<file path="src/pkg/rfs_pkg.sv">
// receive filter and status package: register map, field layout, carriers, frame figures
// assumes a single 40 MHz clock and byte-wide received data from the decoder
// Function
// - save_errored_packets clear rejects CRC/alignment errored packets; set keeps them
// - accept_runts set keeps packets of 8 to 63 bytes; clear rejects under 64
// - accept_broadcast set keeps all-ones destination; clear rejects broadcast
// - accept_multicast set checks group address hash bit; clear drops multicast
// - promiscuous_physical keeps every physical address; else station address must match
// - broadcast and multicast acceptance combine as OR with own station match
// - after a good packet the status byte is written to buffer memory
// - errored packet status written only when saving errors; otherwise nothing written
// - receive_status clears as the next packet begins to arrive
// - received_intact set only when CRC, alignment, overrun, missed are all zero
// - CRC mismatch sets CRC flag, bumps CRC tally; alignment errors set it too
// - off-boundary end with failing CRC sets alignment flag, bumps alignment tally
// - unserviced FIFO overflow sets overrun flag and aborts the packet
// - unstorable packet for node sets missed flag and bumps missed tally
// - address_type_flag is 0 for physical match, 1 for group match
// - receiver_disabled_flag follows entry and exit of monitor mode
// - deferring_flag follows carrier sense or collision
// - alignment/CRC pair: 00 good, 01 CRC, 11 alignment plus CRC, never 10
// - transmit start loads DMA address high byte from page start, low byte zero
// - every register is eight bits wide; wide values split in byte registers
// - station address compared byte by byte against six address bytes
// - six CRC bits after destination address pick one of 64 hash bits
package rfs_pkg;

    // ************************************************************
    // register map
    // ************************************************************
    localparam int ADDR_W = 4;
    localparam logic [ADDR_W-1:0] OFS_TX_PAGE_START = 4'h4;
    localparam logic [ADDR_W-1:0] OFS_RX_CONFIG = 4'hC;
    localparam logic [ADDR_W-1:0] OFS_RX_STATUS = 4'hC;
    localparam logic [ADDR_W-1:0] OFS_ALIGN_TALLY = 4'hD;
    localparam logic [ADDR_W-1:0] OFS_CRC_TALLY = 4'hE;
    localparam logic [ADDR_W-1:0] OFS_MISSED_TALLY = 4'hF;
    localparam logic [7:0] RST_RX_CONFIG = 8'h00;
    localparam logic [7:0] RST_TX_PAGE_START = 8'h00;
    localparam logic [7:0] RST_BYTE = 8'h00;

    // ************************************************************
    // frame figures
    // ************************************************************
    localparam int LEN_W = 16;
    localparam logic [LEN_W-1:0] MIN_FRAME = 16'h0040;
    localparam logic [LEN_W-1:0] MIN_RUNT = 16'h0008;
    localparam logic [LEN_W-1:0] LAST_DA_BYTE = 16'h0005;
    localparam logic [31:0] CRC_INIT = 32'hFFFFFFFF;
    localparam logic [31:0] CRC_POLY = 32'hEDB88320;
    localparam logic [31:0] CRC_RESIDUE = 32'hDEBB20E3;
    localparam int TALLY_W = 8;

    // ************************************************************
    // carriers
    // ************************************************************
    typedef struct packed {
        logic [1:0] spare;
        logic monitor_only;
        logic promiscuous_physical;
        logic accept_multicast;
        logic accept_broadcast;
        logic accept_runts;
        logic save_errored_packets;
    } rfs_cfg_t;

    typedef struct packed {
        logic deferring_flag;
        logic receiver_disabled_flag;
        logic address_type_flag;
        logic missed_packet_flag;
        logic fifo_overrun_flag;
        logic alignment_error;
        logic crc_error;
        logic received_intact;
    } rfs_status_t;

    typedef struct packed {
        logic start;
        logic valid;
        logic [7:0] data;
        logic last;
        logic [2:0] dribble;
    } rfs_rx_t;

    typedef struct packed {
        logic valid;
        logic [7:0] status;
    } rfs_stat_wr_t;

    typedef enum logic [1:0] {
        ST_IDLE = 2'b00,
        ST_ADDR = 2'b01,
        ST_DATA = 2'b11,
        ST_DONE = 2'b10
    } rfs_state_t;

endpackage

</file>
<file path="src/hdl/rfs_tally.sv">
// one event tally counter, wraps at its width
// assumes inc is a one-cycle pulse, at most once per packet
module rfs_tally
    import rfs_pkg::*;
(
    input wire logic clk_sys,
    input wire logic arst_n,
    input wire logic inc,
    output logic [TALLY_W-1:0] count
);

    // ************************************************************
    // counter
    // ************************************************************
    always_ff @(posedge clk_sys or negedge arst_n) begin
        if (!arst_n) begin
            count <= '0;
        end else if (inc) begin
            count <= count + 1'b1;
        end
    end

endmodule

</file>
<file path="src/hdl/rfs_addr_filter.sv">
// destination address filter, purely combinational
// assumes the destination address and hash index are stable in the decision cycle
module rfs_addr_filter
    import rfs_pkg::*;
(
    input wire logic [47:0] dest_addr,
    input wire logic [47:0] station_addr,
    input wire logic [63:0] hash_filter,
    input wire logic [5:0] hash_idx,
    input wire rfs_cfg_t cfg,
    output logic hit,
    output logic group
);

    logic [5:0] byte_eq;
    logic bcast;
    logic mcast_ok;
    logic phys_ok;

    // ************************************************************
    // comparisons
    // ************************************************************
    genvar g;
    generate
        for (g = 0; g < 6; g++) begin : g_byte
            assign byte_eq[g] = dest_addr[8*g +: 8] == station_addr[8*g +: 8];
        end
    endgenerate

    assign group = dest_addr[0];
    assign bcast = &dest_addr;
    assign phys_ok = !group && (cfg.promiscuous_physical || &byte_eq);
    assign mcast_ok = group && !bcast && cfg.accept_multicast && hash_filter[hash_idx];
    // group frames only pass through one of the two enables
    assign hit = phys_ok || mcast_ok || (bcast && cfg.accept_broadcast);

endmodule

</file>
<file path="src/hdl/rfs_top.sv">
// receive filter, receive status, tallies and transmit page start
// assumes decoder bytes and register strobes are synchronous to clk_sys
//
// Design decision made here: the strobed register port.
module rfs_top
    import rfs_pkg::*;
(
    input wire logic clk_sys,
    input wire logic arst_n,
    input wire logic [ADDR_W-1:0] reg_addr,
    input wire logic [7:0] reg_wdata,
    input wire logic reg_wr,
    input wire logic reg_rd,
    output logic [7:0] reg_rdata,
    input wire rfs_rx_t rx,
    input wire logic fifo_overflow,
    input wire logic buffer_full,
    input wire logic carrier_sense,
    input wire logic collision,
    input wire logic [47:0] station_addr,
    input wire logic [63:0] hash_filter,
    input wire logic tx_start,
    output logic [15:0] tx_dma_addr,
    output rfs_stat_wr_t stat_wr,
    output logic pkt_done,
    output logic pkt_accept
);

    rfs_state_t state_q;
    rfs_cfg_t cfg_q;
    logic [7:0] tx_page_q;
    logic [7:0] rdata_q;
    logic [31:0] crc_q;
    logic [31:0] crc_d;
    logic [LEN_W-1:0] len_q;
    logic [47:0] da_q;
    logic [5:0] hash_q;
    logic [2:0] dribble_q;
    logic ovr_q;
    logic [5:0] stat_q;
    logic dis_q;
    logic deferring;
    logic hit;
    logic group;
    logic crc_bad;
    logic fae;
    logic len_ok;
    logic missed;
    logic accept;
    logic done;
    logic [TALLY_W-1:0] align_cnt;
    logic [TALLY_W-1:0] crc_cnt;
    logic [TALLY_W-1:0] miss_cnt;

    // ************************************************************
    // crc
    // ************************************************************
    function automatic logic [31:0] crc_byte(input logic [31:0] c, input logic [7:0] d);
        logic [31:0] r;
        r = c;
        for (int i = 0; i < 8; i++) begin
            r = (r[0] ^ d[i]) ? ((r >> 1) ^ CRC_POLY) : (r >> 1);
        end
        return r;
    endfunction

    assign crc_d = crc_byte(crc_q, rx.data);

    // ************************************************************
    // register bus
    // ************************************************************
    always_ff @(posedge clk_sys or negedge arst_n) begin
        if (!arst_n) begin
            cfg_q <= RST_RX_CONFIG;
        end else if (reg_wr && reg_addr == OFS_RX_CONFIG) begin
            cfg_q <= reg_wdata;
        end
    end

    // software keeps bit 5 low except to enter monitor mode
    always_ff @(posedge clk_sys or negedge arst_n) begin
        if (!arst_n) begin
            dis_q <= 1'b0;
        end else if (reg_wr && reg_addr == OFS_RX_CONFIG) begin
            dis_q <= reg_wdata[5];
        end
    end

    always_ff @(posedge clk_sys or negedge arst_n) begin
        if (!arst_n) begin
            tx_page_q <= RST_TX_PAGE_START;
        end else if (reg_wr && reg_addr == OFS_TX_PAGE_START) begin
            tx_page_q <= reg_wdata;
        end
    end

    // read data stand for exactly one cycle, zero elsewhere
    always_ff @(posedge clk_sys or negedge arst_n) begin
        if (!arst_n) begin
            rdata_q <= RST_BYTE;
        end else if (!reg_rd) begin
            rdata_q <= RST_BYTE;
        end else if (reg_addr == OFS_RX_STATUS) begin
            rdata_q <= {deferring, dis_q, stat_q};
        end else if (reg_addr == OFS_ALIGN_TALLY) begin
            rdata_q <= align_cnt;
        end else if (reg_addr == OFS_CRC_TALLY) begin
            rdata_q <= crc_cnt;
        end else if (reg_addr == OFS_MISSED_TALLY) begin
            rdata_q <= miss_cnt;
        end else begin
            rdata_q <= RST_BYTE;
        end
    end

    assign reg_rdata = rdata_q;
    assign deferring = carrier_sense || collision;

    // ************************************************************
    // transmit page start
    // ************************************************************
    always_ff @(posedge clk_sys or negedge arst_n) begin
        if (!arst_n) begin
            tx_dma_addr <= '0;
        end else if (tx_start) begin
            tx_dma_addr <= {tx_page_q, 8'h00};
        end
    end

    // ************************************************************
    // frame sequencing
    // ************************************************************
    always_ff @(posedge clk_sys or negedge arst_n) begin
        if (!arst_n) begin
            state_q <= ST_IDLE;
        end else begin
            case (state_q)
                ST_IDLE: begin
                    if (rx.start) begin
                        state_q <= ST_ADDR;
                    end
                end
                ST_ADDR: begin
                    if (rx.last || fifo_overflow) begin
                        state_q <= ST_DONE;
                    end else if (rx.valid && len_q == LAST_DA_BYTE) begin
                        state_q <= ST_DATA;
                    end
                end
                ST_DATA: begin
                    if (rx.last || fifo_overflow) begin
                        state_q <= ST_DONE;
                    end
                end
                default: begin
                    state_q <= ST_IDLE;
                end
            endcase
        end
    end

    always_ff @(posedge clk_sys or negedge arst_n) begin
        if (!arst_n) begin
            crc_q <= CRC_INIT;
            len_q <= '0;
        end else if (state_q == ST_IDLE) begin
            crc_q <= CRC_INIT;
            len_q <= '0;
        end else if (state_q != ST_DONE && rx.valid) begin
            crc_q <= crc_d;
            // saturate so a giant frame never wraps into a runt
            len_q <= (&len_q) ? len_q : len_q + 1'b1;
        end
    end

    // destination bytes arrive low byte first
    always_ff @(posedge clk_sys or negedge arst_n) begin
        if (!arst_n) begin
            da_q <= '0;
        end else if (state_q == ST_ADDR && rx.valid) begin
            da_q[8*len_q[2:0] +: 8] <= rx.data;
        end
    end

    always_ff @(posedge clk_sys or negedge arst_n) begin
        if (!arst_n) begin
            hash_q <= '0;
        end else if (state_q == ST_ADDR && rx.valid && len_q == LAST_DA_BYTE) begin
            hash_q <= crc_d[31:26];
        end
    end

    always_ff @(posedge clk_sys or negedge arst_n) begin
        if (!arst_n) begin
            dribble_q <= '0;
        end else if (rx.last && state_q != ST_IDLE) begin
            dribble_q <= rx.dribble;
        end
    end

    always_ff @(posedge clk_sys or negedge arst_n) begin
        if (!arst_n) begin
            ovr_q <= 1'b0;
        end else if (state_q == ST_IDLE) begin
            ovr_q <= 1'b0;
        end else if (fifo_overflow && state_q != ST_DONE) begin
            ovr_q <= 1'b1;
        end
    end

    // ************************************************************
    // packet decision
    // ************************************************************
    rfs_addr_filter u_filter (
        .dest_addr(da_q),
        .station_addr(station_addr),
        .hash_filter(hash_filter),
        .hash_idx(hash_q),
        .cfg(cfg_q),
        .hit(hit),
        .group(group)
    );

    assign done = state_q == ST_DONE;
    assign crc_bad = !ovr_q && crc_q != CRC_RESIDUE;
    assign fae = crc_bad && dribble_q != 3'b000;
    assign len_ok = len_q >= MIN_FRAME || (cfg_q.accept_runts && len_q >= MIN_RUNT);
    assign missed = hit && len_ok && !ovr_q && (buffer_full || cfg_q.monitor_only);
    assign accept = hit && len_ok && !ovr_q && !missed && (!crc_bad || cfg_q.save_errored_packets);

    // status order from bit 0: intact, crc, alignment, overrun, missed, address type
    always_ff @(posedge clk_sys or negedge arst_n) begin
        if (!arst_n) begin
            stat_q <= '0;
        end else if (state_q == ST_IDLE && rx.start) begin
            stat_q <= '0;
        end else if (done) begin
            stat_q[0] <= !crc_bad && !ovr_q && !missed;
            stat_q[1] <= crc_bad;
            stat_q[2] <= fae;
            stat_q[3] <= ovr_q;
            stat_q[4] <= missed;
            stat_q[5] <= hit && group;
        end
    end

    // memory copy carries the status as it stands after the decision
    always_ff @(posedge clk_sys or negedge arst_n) begin
        if (!arst_n) begin
            stat_wr <= '0;
        end else begin
            stat_wr.valid <= done && accept;
            stat_wr.status <= done ? {deferring, dis_q, hit && group, missed, ovr_q, fae, crc_bad,
                                      !crc_bad && !ovr_q && !missed} : RST_BYTE;
        end
    end

    always_ff @(posedge clk_sys or negedge arst_n) begin
        if (!arst_n) begin
            pkt_done <= 1'b0;
            pkt_accept <= 1'b0;
        end else begin
            pkt_done <= done;
            pkt_accept <= done && accept;
        end
    end

    // ************************************************************
    // tallies
    // ************************************************************
    rfs_tally u_align_tally (
        .clk_sys(clk_sys),
        .arst_n(arst_n),
        .inc(done && fae),
        .count(align_cnt)
    );

    rfs_tally u_crc_tally (
        .clk_sys(clk_sys),
        .arst_n(arst_n),
        .inc(done && crc_bad),
        .count(crc_cnt)
    );

    rfs_tally u_missed_tally (
        .clk_sys(clk_sys),
        .arst_n(arst_n),
        .inc(done && missed),
        .count(miss_cnt)
    );
endmodule

</file>
<file path="config.mk">
export PLATFORM = sky130hd
export DESIGN_NAME = rfs_top
export DESIGN_NICKNAME = d
export VERILOG_FILES = /design/src/pkg/rfs_pkg.sv /design/src/hdl/rfs_tally.sv /design/src/hdl/rfs_addr_filter.sv /design/src/hdl/rfs_top.sv
export SDC_FILE = /design/constraint.sdc
export NUM_CORES = 1
export LEC_CHECK = 0
export BUFFER_PORTS_ARGS = -buffer_cell sky130_fd_sc_hd__buf_2
export CORE_MARGIN = 4
export CORE_UTILIZATION = 29
export CTS_BUF_LIST = sky130_fd_sc_hd__clkbuf_8
export DETAILED_ROUTE_END_ITERATION = 12
export MAX_ROUTING_LAYER = met4
export PLACE_DENSITY_LB_ADDON = 0.3
export SYNTH_ARGS = -nofsm -noshare
export SYNTH_HDL_FRONTEND = slang
export SYNTH_SLANG_ARGS = --single-unit
</file>
<file path="constraint.sdc">
create_clock -name clk_sys -period 2.4 [get_ports clk_sys]
set_clock_uncertainty 0.1 [all_clocks]
set_input_delay 0.6 -clock clk_sys [delete_from_list [all_inputs] [get_ports clk_sys]]
set_output_delay 0.6 -clock clk_sys [all_outputs]
set_load 0.02 [all_outputs]
</file>
==> Word-level counts from Yosys, hierarchy flattened <==
Index checks and enable logic that the tools add are counted.
{ "word_totals": {"regBits": 178, "in_bits": 147, "output_inout_bits": 35, "elab_cells": 154} }
{ "op_classes": {"n_addsub": 5, "order_cmp": 3, "n_eq_ne": 21, "shift": 2, "mux": 31, "n_bitwise": 16, "reduce_logical": 53} }
{ "op_table": {"columns": ["operator", "n"], "rows": [
  ["two-way mux 32 bit", 10],
  ["inverter 13 -> 14 bit", 8],
  ["bitwise mux 48 bit", 1],
  ["== test 8 bit", 6],
  ["two-way mux 16 bit", 3],
  ["two-way mux 8 bit", 6],
  ["AND reduction 48 bit", 1],
  ["variable shift 8 x 34 -> 48 bit (first input constant)", 1],
  ["variable part select 8 x 34 -> 48 bit", 1],
  ["negator 6 -> 34 bit", 1],
  ["!= test 32 bit (second input constant)", 1],
  ["logical AND 1 bit", 29],
  ["adder 8 x 1 -> 8 bit (second input constant)", 3],
  ["adder 16 x 1 -> 16 bit (second input constant)", 1],
  ["== test 16 x 3 -> 1 bit (second input constant)", 1],
  ["== test 4 bit (second input constant)", 4],
  [">= comparator 16 x 4 -> 1 bit (second input constant)", 1],
  [">= comparator 16 x 7 -> 1 bit (second input constant)", 1],
  ["AND reduction 16 bit", 1],
  ["two-way mux 6 bit", 2],
  ["logical OR 1 bit", 8],
  ["two-way mux 2 bit", 4],
  ["nonzero test 2 bit", 4],
  ["bitwise XOR 1 bit", 8],
  ["other kinds (16)", 25]
]} }

==> Logic depth before layout (Yosys ltp) <==
{ "depth": {"depth_word": 18, "ltp_mapped": 10, "mapped_depth_nobuf": 8} }

==> Cells and area by module <==
From an unflattened synthesis, not the netlist that was laid out.
{ "unflattened": {"hier_cells": 815, "hier_area_um2": 9555.4} }
{ "by_module_without_submodules": {"columns": ["mod", "instances", "cells_per_inst", "area_each_um2", "seq_area_each_um2"], "rows": [
  ["rfs_top", 1, 599, 7312.0, 3943.8],
  ["rfs_addr_filter", 1, 138, 1229.9, 0.0],
  ["rfs_tally", 3, 26, 337.8, 200.2]
]} }

==> Worst setup path before layout <==
No wires, ideal clock.
{ "synth_path": {"path_kind": "input port to flip-flop", "start": "in hash_filter[7]", "end": "reg u_missed_tally.count[1]", "setup_ns": 0.125, "t_arrival_ns": 2.273, "required_time_ns": 2.175, "slack_ns": -0.098, "cell_stages": 7, "path_buffers": 0, "path_cell_list": "mux4_2 nand3b_1 a41oi_1 o41ai_2 o211ai_4 nand2_2 mux2_2"} }
{ "synth_via": {"elab_chain_cells": 9} }
{ "synth_rtl": {"columns": ["item", "line", "text"], "rows": [
  ["from (decl)", "rfs_top.sv:21", "input wire logic [63:0] hash_filter,"],
  ["binary-select mux 1 bit (select 6 bit)", "rfs_addr_filter.sv:33", "assign mcast_ok = group && !bcast && cfg.accept_multicast && hash_filter[hash_idx];"],
  ["two-way mux 1 bit (not written as such)", "rfs_addr_filter.sv:33", null],
  ["logical AND 1 bit", "rfs_addr_filter.sv:33", null],
  ["logical OR 1 bit (2 in a row)", "rfs_addr_filter.sv:35", "assign hit = phys_ok || mcast_ok || (bcast && cfg.accept_broadcast);"],
  ["logical AND 1 bit (3 in a row)", "rfs_top.sv:228", "assign missed = hit && len_ok && !ovr_q && (buffer_full || cfg_q.monitor_only);"],
  ["logical AND 1 bit", "rfs_top.sv:288", ".inc(done && missed),"],
  ["to (signal assigned)", "rfs_tally.sv:19", "count <= count + 1'b1;"],
  ["to (decl)", "rfs_tally.sv:9", "output logic [TALLY_W-1:0] count"]
]} }
No other way between the ends. The select of a mux whose other input is x is not followed.
A chain may end at the register's enable or synchronous reset.

==> Worst setup path after layout <==
{ "layout_path": {"start": "reg hash_q[0]", "end": "reg u_missed_tally.count[1]"} }
{ "layout_via": {"elab_chain_cells": 9} }
{ "layout_rtl": {"columns": ["item", "line", "text"], "rows": [
  ["from (decl)", "rfs_top.sv:37", "logic [5:0] hash_q;"],
  ["from (signal assigned)", "rfs_top.sv:189", "hash_q <= crc_d[31:26];"],
  ["binary-select mux 1 bit (select 6 bit)", "rfs_addr_filter.sv:33", null],
  ["two-way mux 1 bit (not written as such)", "rfs_addr_filter.sv:33", null],
  ["logical AND 1 bit", "rfs_addr_filter.sv:33", null],
  ["logical OR 1 bit (2 in a row)", "rfs_addr_filter.sv:35", null],
  ["logical AND 1 bit (3 in a row)", "rfs_top.sv:228", null],
  ["logical AND 1 bit", "rfs_top.sv:288", null]
]} }
No other way between the ends. The select of a mux whose other input is x is not followed.

==> parameters.txt <==
Parameter                              Value

Timing
  Crit share post-route    1.045
  Transition time of the tightest slew-check pin    0.5733 ns
  Final Max Tran Viols    0
  Setup TNS after final layout    -0.6429 ns
  Fin. Hold Viols    0
  Setup Viol. Count Final    11
  Tightest hold margin    0.2529 ns
  Worst slew margin    0.6143
  Max Fclk    398.7 MHz
  Crit path setup slack, layout    -0.1079 ns
  RSZ-0062 raised after global routing    yes
  Min Tclk post-route    2.508 ns

Power and ir drop
  Leakage    0.005498 µW
  Flop pwr share    0.373
  Power per unit of standard cell area    888.3 mW/mm²
  Cell internal pwr    between 6000 and 7000 µW
  Fraction of power consumed by the clock network    0.194
  Net switching power    4051 µW
  Sw frac    0.3682
  Power share of the combinational group    0.433
  Post-route total power    11000 µW
  Max VDD drop    0.5238 mV

Run
  Reported max-cap violation count    0

Routing
  1st-iter DRT viols    387
  Number of nets with antenna violations after detailed routing    0
  Routed wirelength normalized by instance count    16.87 µm
  Number of vias per cell after detailed routing    4.614
  Sum of routed wire segments on met1    around 12000 µm
  Number of optimization iterations in the first detailed-route pass    4
  Highest routing layer actually used    met4
  Total vias in the final route    7226
  Routed wire length on met3    896 µm
  Total Routed Length    26420 µm
  DRC viols    0
  Wire length on met2    13190 µm

Clocking
  Clock transition time at the flip-flop clock pins of the worst setup and hold paths    0.11 ns
  CTS H-tree depth    4
  Clock buffer count from CTS    17
  CTS root buffer    clkbuf_8
  Number of sinks on the clock net    178
  CTS tree    yes
  Clock latency of the later-clocked register in the worst-skew pair    0.48 ns
  Clock buffer depth    2

Logic synthesis
  Number of enable-type register cells in the synthesized netlist    0
  Cells after Synth    824
  Yosys warns    0
  Summed instance area of the synthesized netlist    around 0.0095 mm²
  Average size of a mapped cell    between 10 and 15 µm²
  Register bit count reported by yosys    between 150 and 200
  Number of library cell types mapped by synthesis    62
  Async set-reset flop share out of synthesis    1.000
  Cell type with the highest aggregate area in the netlist    dfrtp_1
  Sequential element share of the synthesized area    0.4743
  Area share of the leading cell type in the synthesized netlist    0.3855
  Top_reg_cell synth    dfrtp_1
  Most area-consuming cells after synthesis    dfrtp_1, xnor2_1, dfstp_2, mux2_2, mux4_2
  Synth top cells by count    dfrtp_1, xnor2_1, nand2_1, mux2_2, nor2_1
  Most common cell in the netlist    dfrtp_1

Die
  Ports placed on the boundary    182
  DIE WIDTH    around 190 µm
  Site row count    65
  Area inside the core boundary    between 0.03 and 0.04 mm²
  Die height    between 150 and 200 µm
  Starting density of the core    0.2973
  Die area    between 0.03 and 0.04 mm²

Setup path
  Buf+Inv Stages, Crit Path    0
  Endpoint class of the critical path    register
  CP required    roughly 2.7 ns
  Classification of the worst setup path    register to register
  Ordered cell list for the critical path    mux4_2 -> nand3_2 -> a41oi_2 -> o41ai_4 -> o211ai_4 -> nand2_2 -> mux2_4
  Critical path launch point type    register
  Largest fanout on the critical path    6
  Data arrival time of the critical path    approximately 2.8 ns
  CP max-delay cell    mux4_2
  Biggest cell delay along the critical path    0.54 ns
  Kind of cell with the highest combined delay on the critical path    multiplexers

Final layout
  Area growth, synth to finish    30.70%
  Post-route standard cell area excluding fillers    0.01239 mm²
  Filler-free cell count of the finished design    around 1600
  Post-layout net count    1273
  Share of cells above drive strength 1    0.4372

Global route
  GRT overflow    0
  Largest net degree at the start of global routing    48
  Initial antenna violation count    1
  Combined global-route utilization of all metal layers    0.1518
  Global-route wire length before repair    41890 µm
  Number of global-route vias before repair    a little under 8000

Placement
  HPWL after detailed placement    20700 µm
  Routability Congestion    0.8595
  Post-Place Cell Area    0.01169 mm²
  Placed insts    1526
  Number of port buffers    173

Run status
  Status    finished, violations left
  Violations in the final reports    setup timing

Worst hold path
  Worst hold path class    primary input to register
state kept, by name, summed over array words and instances, names as in the netlist:
register and flops:
u_align_tally.count 8, dis_q 1, pkt_done 1, hash_q 6
da_q 48, tx_page_q 8, dribble_q 3, stat_q 6
u_missed_tally.count 8, ovr_q 1, stat_wr 8, len_q 16
u_crc_tally.count 8, state_q 2, cfg_q 5, crc_q 32
reg_rdata 8, tx_dma_addr 8, pkt_accept 1
final timing paths:
check	from	to	slack, ns	cells after the start
worst max-delay path	hash_q[0]$_DFFE_PN0P_	u_missed_tally.count[1]$_DFFE_PN0P_	-0.11	7
worst min-delay path	reg_wdata[6]	tx_page_q[6]$_DFFE_PN0P_	0.25	2
worst max register to register	hash_q[0]$_DFFE_PN0P_	u_missed_tally.count[1]$_DFFE_PN0P_	-0.11	7
worst min register to register	u_crc_tally.count[7]$_DFFE_PN0P_	u_crc_tally.count[7]$_DFFE_PN0P_	0.37	1
max in group asynchronous	arst_n	crc_q[11]$_DFFE_PN1P_	0.97	3
min in group asynchronous	arst_n	tx_dma_addr[14]$_DFFE_PN0P_	0.53	2
cell families after synthesis:
logic type,count (synthesis),synth area share
simple gates,264,0.1470
flops,178,0.4743
xor+xnor,153,0.1489
compound gates,90,0.07288
mux,81,0.1187
buf+inv,48,0.02601
fa+ha+maj,9,0.01188
other cells,1,0.0003957
layout make-up:
type | instances | area [µm²]
diodes | 1 | 2.502
clock buffers | 17 | 234.0
clock inverters | 15 | 185.2
fillers | 3204 | 19490
inverters | 10 | 37.54
multi-input cells | 605 | 4955
flip-flops and latches | 178 | 4498
well taps | 435 | 544.3
repair buffers | 305 | 1929
per-layer routing:
metal	track usage	vias to the layer above
met5	-	-
met4	0.03868	0
met3	0.02668	31
met2	0.2493	131
met1	0.1960	3570
li1	-	3494
placed cells by master (no fill, tap or decap), drive strengths merged, types with 7 or more instances in the layout:
| master | n |
|---|---|
| and4 | 8 |
| ha | 9 |
| o22a | 27 |
| nand2 | 86 |
| nor4 | 11 |
| nand3 | 18 |
| clkbuf | 17 |
| dfstp | 32 |
| clkinv | 8 |
| nor2 | 41 |
| dfrtp | 146 |
| nor3 | 11 |
| nand4 | 33 |
| buf | 304 |
| o21ai | 27 |
| mux4 | 19 |
| xor2 | 30 |
| inv | 16 |
| conb | 8 |
| and2 | 10 |
| xnor2 | 123 |
| mux2 | 58 |
| o211ai | 7 |
| nor2b | 12 |
what timing repair did:
action,4_1_cts,5_1_grt
pin swaps,7,7
resized for setup,13,35
endpoints found under the hold margin,43,0
setup buffers,3,5
endpoints found under the setup margin,30,50
hold buffers,1,0
power by group through the flow:
stage / combinational [µW] / sequential, µW / clock [µW]
floorplan: 3070 / 4120 / 0
global placement: 4680 / 4150 / 0
detailed placement: 4690 / 4160 / 0
CTS: 4760 / 4110 / 2200
global route: 5190 / 4190 / 2320
finish: 4760 / 4110 / 2130
through the flow:
step           worst slack, ns    util
2_1_floorplan         -0.09750       -
3_3_place_gp           -0.3775  0.3668
3_5_place_dp           -0.3750  0.3668
4_1_cts                -0.1977  0.3825
5_1_grt                -0.2460  0.3885
6_report               -0.1079  0.3885
No activity file was read; power rests on OpenSTA's default activity.
